File: config.mk
export PLATFORM = sky130hd
export DESIGN_NAME = rcg_top
export DESIGN_NICKNAME = d
export VERILOG_FILES = /design/src/rtl/rcg_pkg.sv /design/src/rtl/rcg_divider.sv /design/src/rtl/rcg_top.sv
export SDC_FILE = /design/constraint.sdc
export NUM_CORES = 1
export LEC_CHECK = 0
export BUFFER_PORTS_ARGS = -buffer_cell sky130_fd_sc_hd__buf_2
export CORE_MARGIN = 3
export CORE_UTILIZATION = 50
export CTS_CLUSTER_DIAMETER = 80
export DETAILED_ROUTE_END_ITERATION = 12
export PLACE_DENSITY = 0.76
export RECOVER_POWER = 25
export SETUP_SLACK_MARGIN = 0.5
export SYNTH_ARGS = -nofsm -noshare
export SYNTH_HDL_FRONTEND = slang
export SYNTH_HIERARCHICAL = 1
export SYNTH_SLANG_ARGS = --single-unit
File: constraint.sdc
create_clock -name REF_CLK -period 2.1 [get_ports REF_CLK]
set_input_delay 0.105 -clock REF_CLK [delete_from_list [all_inputs] [get_ports REF_CLK]]
set_output_delay 0.105 -clock REF_CLK [all_outputs]
set_load 0.05 [all_outputs]
File: src/rtl/rcg_pkg.sv
// Shared constants, register layout and source codes of the reference clock generator
package rcg_pkg;
	// ************************************************************
	// Bus and register layout
	// ************************************************************
	localparam int          ADDR_W          = 8;
	localparam int          DATA_W          = 32;
	localparam int          DIV_W           = 15;
	localparam int          SEL_W           = 4;
	localparam logic [7:0]  CTRL_OFFSET     = 8'h00;
	localparam logic [31:0] CTRL_RESET      = 32'h0000_0000;
	localparam int          DIV_HI          = 30;
	localparam int          DIV_LO          = 16;
	localparam int          ON_BIT          = 15;
	localparam int          IDLE_STOP_BIT   = 13;
	localparam int          OE_BIT          = 12;
	localparam int          RUN_SLEEP_BIT   = 11;
	localparam int          SWITCH_BIT      = 9;
	localparam int          ACTIVE_BIT      = 8;
	localparam int          SEL_HI          = 3;
	localparam int          SEL_LO          = 0;

	// ************************************************************
	// Timing
	// ************************************************************
	// Cycles the request status lags a change of the enable bit
	localparam int          ACTIVE_SETTLE_CYC = 2;
	localparam int          SETTLE_CNT_W      = 2;

	// ************************************************************
	// Source select codes
	// ************************************************************
	typedef enum logic [3:0] {
		SRC_SYSTEM_CLOCK      = 4'h0,
		SRC_PERIPH_BUS_ONE    = 4'h1,
		SRC_PRIMARY_OSC       = 4'h2,
		SRC_FAST_RC           = 4'h3,
		SRC_LOW_POWER_RC      = 4'h4,
		SRC_SECONDARY_OSC     = 4'h5,
		SRC_RESERVED_6        = 4'h6,
		SRC_SYSTEM_PLL        = 4'h7,
		SRC_REF_CLOCK_IN      = 4'h8,
		SRC_BACKUP_FAST_RC    = 4'h9
	} rcg_src_e;
endpackage

File: src/rtl/rcg_divider.sv
// Edge-counting divider that turns a sampled source level into the reference clock
`timescale 1ns/1ns
module rcg_divider #(
	parameter int DIV_W = rcg_pkg::DIV_W
) (
	input  wire logic             clk,
	input  wire logic             rst_b,
	input  wire logic             run,
	input  wire logic             src_level,
	input  wire logic [DIV_W-1:0] div_value,
	input  wire logic             load_req,
	output logic                  clk_out,
	output logic                  load_done
);
	logic             src_q_reg;
	logic [DIV_W-1:0] div_act_reg;
	logic [DIV_W-1:0] cnt_reg;
	logic             src_rise;
	logic             wrap;

	// Source rising edge and end of one half period
	assign src_rise = src_level & ~src_q_reg;
	assign wrap     = src_rise && (cnt_reg == div_act_reg);

	// ************************************************************
	// Source edge detector
	// ************************************************************
	always_ff @(posedge clk) begin
		if (!rst_b) begin
			src_q_reg <= 1'b0;
		end else begin
			src_q_reg <= src_level;
		end
	end

	// Divider value in use; while running from a nonzero value a switch lands only on a half-period boundary to avoid runt pulses
	always_ff @(posedge clk) begin
		if (!rst_b) begin
			div_act_reg <= '0;
			load_done   <= 1'b0;
		end else begin
			load_done <= 1'b0;
			if (!run) begin
				div_act_reg <= div_value;
				load_done   <= load_req;
			end else if (load_req && (div_act_reg == '0 || wrap)) begin
				div_act_reg <= div_value;
				load_done   <= 1'b1;
			end
		end
	end

	// Half-period counter and output toggle
	always_ff @(posedge clk) begin
		if (!rst_b) begin
			cnt_reg <= {{(DIV_W-1){1'b0}}, 1'b1};
			clk_out <= 1'b0;
		end else if (!run) begin
			cnt_reg <= {{(DIV_W-1){1'b0}}, 1'b1};
			clk_out <= 1'b0;
		end else if (div_act_reg == '0) begin
			clk_out <= src_level;
		end else if (wrap) begin
			cnt_reg <= {{(DIV_W-1){1'b0}}, 1'b1};
			clk_out <= ~clk_out;
		end else if (src_rise) begin
			cnt_reg <= cnt_reg + {{(DIV_W-1){1'b0}}, 1'b1};
		end
	end
endmodule

File: src/rtl/rcg_top.sv
// Reference clock generator: control register, source select, gating and output pin
//
// Notes on behaviour
// - 15-bit divider; zero passes source through
// - Enable bit turns whole generator on
// - Idle-stop bit halts generator in Idle
// - Output enable bit drives clock on pin
// - Run-in-sleep bit keeps output running in Sleep
// - Run-in-sleep ignored for system or bus clock
// - Switch flag set by software, cleared when done
// - Request status bit, read only, hardware owned
// - Source codes zero to five map to sources
// - Codes seven to nine map; others reserved
// - Unimplemented control bits read as zero
`timescale 1ns/1ns
module rcg_top #(
	parameter int DIV_W = rcg_pkg::DIV_W
) (
	input  wire logic                       REF_CLK,
	input  wire logic                       RST_B,
	input  wire logic [rcg_pkg::ADDR_W-1:0] REG_ADDR,
	input  wire logic [rcg_pkg::DATA_W-1:0] REG_WDATA,
	input  wire logic                       REG_WE,
	input  wire logic                       REG_RE,
	output logic      [rcg_pkg::DATA_W-1:0] REG_RDATA,
	input  wire logic                       SYSTEM_CLOCK,
	input  wire logic                       PERIPHERAL_BUS_CLOCK_ONE,
	input  wire logic                       PRIMARY_OSCILLATOR,
	input  wire logic                       FAST_RC_OSCILLATOR,
	input  wire logic                       LOW_POWER_RC_OSCILLATOR,
	input  wire logic                       SECONDARY_OSCILLATOR,
	input  wire logic                       SYSTEM_PLL_OUTPUT,
	input  wire logic                       REF_CLOCK_IN_PIN,
	input  wire logic                       BACKUP_FAST_RC_OSCILLATOR,
	input  wire logic                       IDLE_MODE,
	input  wire logic                       SLEEP_MODE,
	output logic                            REF_CLOCK_INTERNAL,
	output logic                            REF_CLOCK_OUT_PIN_O,
	output logic                            REF_CLOCK_OUT_PIN_OE_B
);
	// ************************************************************
	// Declarations
	// ************************************************************
	logic                                on_reg;
	logic                                idle_stop_reg;
	logic                                out_drive_reg;
	logic                                run_in_sleep_reg;
	logic                                switch_reg;
	logic                                switch_next;
	logic                                active_reg;
	logic [rcg_pkg::SETTLE_CNT_W-1:0]    settle_cnt_reg;
	logic [DIV_W-1:0]                    div_reg;
	logic [rcg_pkg::SEL_W-1:0]           sel_reg;
	logic                                ctrl_hit;
	logic                                ctrl_wr;
	logic                                src_level_reg;
	logic                                src_ok;
	logic                                halt;
	logic                                gen_run;
	logic                                gen_clk;
	logic                                load_done;
	logic [rcg_pkg::DATA_W-1:0]          ctrl_view;

	// ************************************************************
	// Decode helpers
	// ************************************************************
	// Reserved codes pick no source, so the generator stays quiet on them
	function automatic logic src_is_valid(input logic [rcg_pkg::SEL_W-1:0] sel);
		case (rcg_pkg::rcg_src_e'(sel))
			rcg_pkg::SRC_SYSTEM_CLOCK,
			rcg_pkg::SRC_PERIPH_BUS_ONE,
			rcg_pkg::SRC_PRIMARY_OSC,
			rcg_pkg::SRC_FAST_RC,
			rcg_pkg::SRC_LOW_POWER_RC,
			rcg_pkg::SRC_SECONDARY_OSC,
			rcg_pkg::SRC_SYSTEM_PLL,
			rcg_pkg::SRC_REF_CLOCK_IN,
			rcg_pkg::SRC_BACKUP_FAST_RC: src_is_valid = 1'b1;
			default: src_is_valid = 1'b0;
		endcase
	endfunction

	// Core clocks stop in Sleep, so the run-in-sleep choice has no meaning for them
	function automatic logic sleep_bit_ignored(input logic [rcg_pkg::SEL_W-1:0] sel);
		sleep_bit_ignored = (sel == rcg_pkg::SRC_SYSTEM_CLOCK) ||
		                    (sel == rcg_pkg::SRC_PERIPH_BUS_ONE);
	endfunction

	// ************************************************************
	// Register port decode
	// ************************************************************
	assign ctrl_hit = (REG_ADDR == rcg_pkg::CTRL_OFFSET);
	assign ctrl_wr  = REG_WE && ctrl_hit;

	// Writable control fields
	always_ff @(posedge REF_CLK) begin
		if (!RST_B) begin
			on_reg           <= rcg_pkg::CTRL_RESET[rcg_pkg::ON_BIT];
			idle_stop_reg    <= rcg_pkg::CTRL_RESET[rcg_pkg::IDLE_STOP_BIT];
			out_drive_reg    <= rcg_pkg::CTRL_RESET[rcg_pkg::OE_BIT];
			run_in_sleep_reg <= rcg_pkg::CTRL_RESET[rcg_pkg::RUN_SLEEP_BIT];
			div_reg          <= rcg_pkg::CTRL_RESET[rcg_pkg::DIV_HI:rcg_pkg::DIV_LO];
			sel_reg          <= rcg_pkg::CTRL_RESET[rcg_pkg::SEL_HI:rcg_pkg::SEL_LO];
		end else if (ctrl_wr) begin
			on_reg           <= REG_WDATA[rcg_pkg::ON_BIT];
			idle_stop_reg    <= REG_WDATA[rcg_pkg::IDLE_STOP_BIT];
			out_drive_reg    <= REG_WDATA[rcg_pkg::OE_BIT];
			run_in_sleep_reg <= REG_WDATA[rcg_pkg::RUN_SLEEP_BIT];
			div_reg          <= REG_WDATA[rcg_pkg::DIV_HI:rcg_pkg::DIV_LO];
			sel_reg          <= REG_WDATA[rcg_pkg::SEL_HI:rcg_pkg::SEL_LO];
		end
	end

	// ************************************************************
	// Divider switch flag
	// ************************************************************
	// A software set in the cycle the switch completes wins, so that request is not lost
	always_comb begin
		switch_next = switch_reg;
		if (load_done) begin
			switch_next = 1'b0;
		end
		if (ctrl_wr && REG_WDATA[rcg_pkg::SWITCH_BIT]) begin
			switch_next = 1'b1;
		end
	end

	always_ff @(posedge REF_CLK) begin
		if (!RST_B) begin
			switch_reg <= rcg_pkg::CTRL_RESET[rcg_pkg::SWITCH_BIT];
		end else begin
			switch_reg <= switch_next;
		end
	end

	// ************************************************************
	// Request status
	// ************************************************************
	// Status trails the enable bit by a short settle time, giving software a window to poll
	always_ff @(posedge REF_CLK) begin
		if (!RST_B) begin
			active_reg     <= rcg_pkg::CTRL_RESET[rcg_pkg::ACTIVE_BIT];
			settle_cnt_reg <= '0;
		end else if (on_reg == active_reg) begin
			settle_cnt_reg <= '0;
		end else if (settle_cnt_reg ==
		             rcg_pkg::SETTLE_CNT_W'(rcg_pkg::ACTIVE_SETTLE_CYC - 1)) begin
			active_reg     <= on_reg;
			settle_cnt_reg <= '0;
		end else begin
			settle_cnt_reg <= settle_cnt_reg + 1'b1;
		end
	end

	// ************************************************************
	// Source selection
	// ************************************************************
	// Sources are sampled as levels, so only sources below half the core rate divide cleanly
	always_ff @(posedge REF_CLK) begin
		if (!RST_B) begin
			src_level_reg <= 1'b0;
		end else begin
			case (rcg_pkg::rcg_src_e'(sel_reg))
				rcg_pkg::SRC_SYSTEM_CLOCK:   src_level_reg <= SYSTEM_CLOCK;
				rcg_pkg::SRC_PERIPH_BUS_ONE: src_level_reg <= PERIPHERAL_BUS_CLOCK_ONE;
				rcg_pkg::SRC_PRIMARY_OSC:    src_level_reg <= PRIMARY_OSCILLATOR;
				rcg_pkg::SRC_FAST_RC:        src_level_reg <= FAST_RC_OSCILLATOR;
				rcg_pkg::SRC_LOW_POWER_RC:   src_level_reg <= LOW_POWER_RC_OSCILLATOR;
				rcg_pkg::SRC_SECONDARY_OSC:  src_level_reg <= SECONDARY_OSCILLATOR;
				rcg_pkg::SRC_SYSTEM_PLL:     src_level_reg <= SYSTEM_PLL_OUTPUT;
				rcg_pkg::SRC_REF_CLOCK_IN:   src_level_reg <= REF_CLOCK_IN_PIN;
				rcg_pkg::SRC_BACKUP_FAST_RC: src_level_reg <= BACKUP_FAST_RC_OSCILLATOR;
				default:                     src_level_reg <= 1'b0;
			endcase
		end
	end

	// ************************************************************
	// Run gating
	// ************************************************************
	assign src_ok = src_is_valid(sel_reg);
	// Idle stop, and Sleep unless run-in-sleep holds for a source that can run there
	assign halt = (idle_stop_reg && IDLE_MODE) ||
	              (SLEEP_MODE && (!run_in_sleep_reg || sleep_bit_ignored(sel_reg)));
	assign gen_run = on_reg && active_reg && !halt && src_ok;

	rcg_divider #(
		.DIV_W     (DIV_W)
	) u_divider (
		.clk       (REF_CLK),
		.rst_b     (RST_B),
		.run       (gen_run),
		.src_level (src_level_reg),
		.div_value (div_reg),
		.load_req  (switch_reg),
		.clk_out   (gen_clk),
		.load_done (load_done)
	);

	// ************************************************************
	// Clock outputs
	// ************************************************************
	// Pin enable is active low; an undriven pin also has its data held low
	always_ff @(posedge REF_CLK) begin
		if (!RST_B) begin
			REF_CLOCK_INTERNAL     <= 1'b0;
			REF_CLOCK_OUT_PIN_O    <= 1'b0;
			REF_CLOCK_OUT_PIN_OE_B <= 1'b1;
		end else begin
			REF_CLOCK_INTERNAL     <= gen_clk && gen_run;
			REF_CLOCK_OUT_PIN_O    <= gen_clk && gen_run && out_drive_reg;
			REF_CLOCK_OUT_PIN_OE_B <= ~out_drive_reg;
		end
	end

	// ************************************************************
	// Read path
	// ************************************************************
	// Unimplemented bits stay at zero in the assembled word
	always_comb begin
		ctrl_view                                  = '0;
		ctrl_view[rcg_pkg::DIV_HI:rcg_pkg::DIV_LO] = div_reg;
		ctrl_view[rcg_pkg::ON_BIT]                 = on_reg;
		ctrl_view[rcg_pkg::IDLE_STOP_BIT]          = idle_stop_reg;
		ctrl_view[rcg_pkg::OE_BIT]                 = out_drive_reg;
		ctrl_view[rcg_pkg::RUN_SLEEP_BIT]          = run_in_sleep_reg;
		ctrl_view[rcg_pkg::SWITCH_BIT]             = switch_reg;
		ctrl_view[rcg_pkg::ACTIVE_BIT]             = active_reg;
		ctrl_view[rcg_pkg::SEL_HI:rcg_pkg::SEL_LO] = sel_reg;
	end

	// Read data stand only in the cycle after the strobe; other addresses read zero
	always_ff @(posedge REF_CLK) begin
		if (!RST_B) begin
			REG_RDATA <= '0;
		end else if (REG_RE && ctrl_hit) begin
			REG_RDATA <= ctrl_view;
		end else begin
			REG_RDATA <= '0;
		end
	end
endmodule

==> results.json <==
{
  "synth.yosys.seq_area_share_pct": 46.75,
  "ys_warn_count": 6,
  "final_cells": 608,
  "wl_um": 9082,
  "clock_sinks": 90,
  "startpoint_type": "flop",
  "hpwl_um": 6009,
  "worst_ep_required_time_ps": 2380,
  "path_delay_family": "simple AND/OR/NAND/NOR gates",
  "final-setup-viol-count": 0,
  "final_area_mm2": 0.004831,
  "place_area_mm2": 0.004309,
  "drive_above_1_share_pct": 25.54,
  "area_growth_pct": 25.36,
  "initial_core_util_pct": 52.29,
  "rows": 31,
  "ys.flop_type": "dfxtp_1",
  "rsz0062_at_grt": "yes",
  "cts_buffers": 9,
  "diodes": 0,
  "fin_skew_ps": 10.52,
  "crit_chain": "xnor2_2, nand4_1, nor4_4, buf_6, o22ai_4, buf_12, mux2i_1",
  "critPathMaxStageDelay_ps": 360,
  "clk_path_buf_depth": 2,
  "ant_nets": 0,
  "cp-end-kind": "flop",
  "outcome": "finished, final reports clean",
  "synth_cell_type_count": 42,
  "dr.pass1.iters": 4,
  "synth_edf_count": 0,
  "port_buffers": 74,
  "remaining_drc_errors": 0,
  "top_register": "REG_RDATA",
  "dp.cells": 564,
  "dieArea_mm2": 0.008797,
  "worst_pin_slew_ps": 714.4,
  "grt-ovfl-total": 0,
  "synthCells": 409,
  "gp_congestion": 0.8148,
  "syn_area_per_cell_um2": 9.422,
  "worstPathArrival_ps": 1940,
  "max_slew_margin_pct": 52.32,
  "avgViaCountPerCell": 5.363,
  "grt_pass1_wl_um": 15000,
  "largest_register_ffs": 25,
  "worst-path-max-fanout": 10,
  "worstSkewPairLatency_ps": 360,
  "cts_root_buf": "clkbuf_8",
  "core_mm2": 0.007370,
  "cts_tree": "built",
  "min_period_over_period_pct": 78.69,
  "synth_seq_cells": 90,
  "grt.total_usage_pct": 21.67,
  "antenna_found_initial": 0,
  "cp_num_buf_inv": 2,
  "peakVddDrop_mv": 0.3890,
  "critPathKind": "flop to flop",
  "final_util_pct": 65.55,
  "drv_cap": 0,
  "slowest_stage": "dfxtp_2",
  "tns_ps": 0,
  "wl_per_cell_um": 14.94,
  "grt_pass1_vias": 3185,
  "finalHoldViolCount": 0,
  "async_flop_share_pct": 0,
  "power_density_mw_per_mm2": 639.9,
  "fmax_ghz": 0.6052,
  "fill_cells": 582,
  "slew_viol_final": 0,
  "io_pins": 90,
  "grt_max_degree": 34,
  "worstHoldPathType": "input port to flop",
  "die_w_um": 93.79,
  "syn-cell-area_mm2": 0.003854,
  "die_h_um": 93.79,
  "cts_max_level": 3,
  "fin_crit_ps": 1652,
  "p_leak_nw": 1.694,
  "clkSlewWorstSetupHoldPaths_ps": 90,
  "vias": 3261,
  "drt_iter0_drc": 154,
  "finalNetCount": 562
}
cells in the mapped netlist (all sizes together), types with 2 or more instances:
master | n | area (um2)
a2111oi | 3 | 26.28
a211oi | 2 | 15.01
a21oi | 25 | 125.1
and2 | 27 | 168.9
and3 | 4 | 25.02
buf | 18 | 123.9
clkbuf | 17 | 63.81
dfxtp | 90 | 1802
ha | 3 | 37.54
inv | 7 | 26.27
mux2 | 2 | 22.52
mux2i | 17 | 170.2
nand2 | 42 | 157.7
nand2b | 4 | 25.02
nand3 | 7 | 35.03
nand3b | 3 | 22.52
nand4 | 37 | 237.7
nor2 | 21 | 78.83
nor2b | 2 | 12.51
nor3 | 4 | 31.28
nor4 | 7 | 90.09
o21ai | 3 | 15.01
o31ai | 24 | 180.2
or4 | 2 | 15.01
xnor2 | 19 | 166.4
xor2 | 11 | 96.34
report_power, final:
part / switching, mW / leakage, nW / internal, mW
clock: 0.614 / 0.0997 / 0.589
sequential: 0.00203 / 0.737 / 1.70
combinational: 0.111 / 0.858 / 0.0734
total: 0.727 / 1.69 / 2.36
through the flow:
stage               hold slack [ps]  power (mW)  setup WS (ps)
global placement              366.8       1.897          280.3
global route                  10.73       3.201          357.4
detailed placement            366.9       1.899          196.1
floorplan                     174.0       1.841          499.4
finish                        17.34       3.091          447.6
CTS                           7.213       3.108          465.6
routing by layer:
metal  wire (um)  share of wire (%)  vias up  GRT usage [%]
li1            -                  -     1629              -
met1        3753                 41     1518          27.24
met2        4573                 50      101          34.77
met3         574                6.3       13          5.689
met4         181                2.0        0          9.747
met5           0                  0        -              0
final cells by class:
cell class                 count  area (um2)  area share (%)
clock buffer                  11       141.4           2.927
clock inverter                 5       63.81           1.321
inverter                       7       26.28          0.5439
multi-input combinational    283        1936           40.07
sequential                    90        1841           38.10
tap                           99       123.9           2.564
timing repair buffer         113       699.4           14.48
worst paths after layout:
check | start | to | slack, ps | cells past startpoint
min reg2reg | settle_cnt_reg[0] | settle_cnt_reg[0] | 430 | 1
min | SLEEP_MODE | REF_CLOCK_INTERNAL | 20 | 2
max | u_divider/div_act_reg[6] | u_divider/div_act_reg[3] | 450 | 7
max reg2reg | u_divider/div_act_reg[6] | u_divider/div_act_reg[3] | 450 | 7
timing repair:
| action | in CTS | in global routing |
|---|---|---|
| endpoints found under the hold margin | 20 | 0 |
| buffers inserted | 7 | 1 |
| setup endpoints to repair | 31 | 31 |
| hold buffers | 20 | 0 |
| pin swaps | 5 | 4 |
| gates resized for setup | 18 | 8 |
cell usage in the layout (no fill, tap or decap), drive strengths merged, types with 17 or more instances in the layout:
cell / synthesis / routed
dfxtp: 90 / 90
buf: 18 / 69
nand2: 42 / 42
nand4: 37 / 37
clkbuf: 17 / 35
and2: 27 / 27
a21oi: 25 / 25
o31ai: 24 / 24
nor2: 21 / 21
dlygate4sd3: 0 / 20
xnor2: 19 / 19
mux2i: 17 / 17
cells by family (layout without fill, tap and decap cells):
logic type	Yosys count	in the layout	synth area share (%)
other cells	1	7	0.09731
xor+xnor	30	30	6.818
compound gates	64	64	11.46
mux	19	19	5.000
simple gates	160	160	23.34
flops	90	90	46.75
fa+ha+maj	3	3	0.9741
buf+inv	42	136	5.552
(Power assumes the default switching activity.)
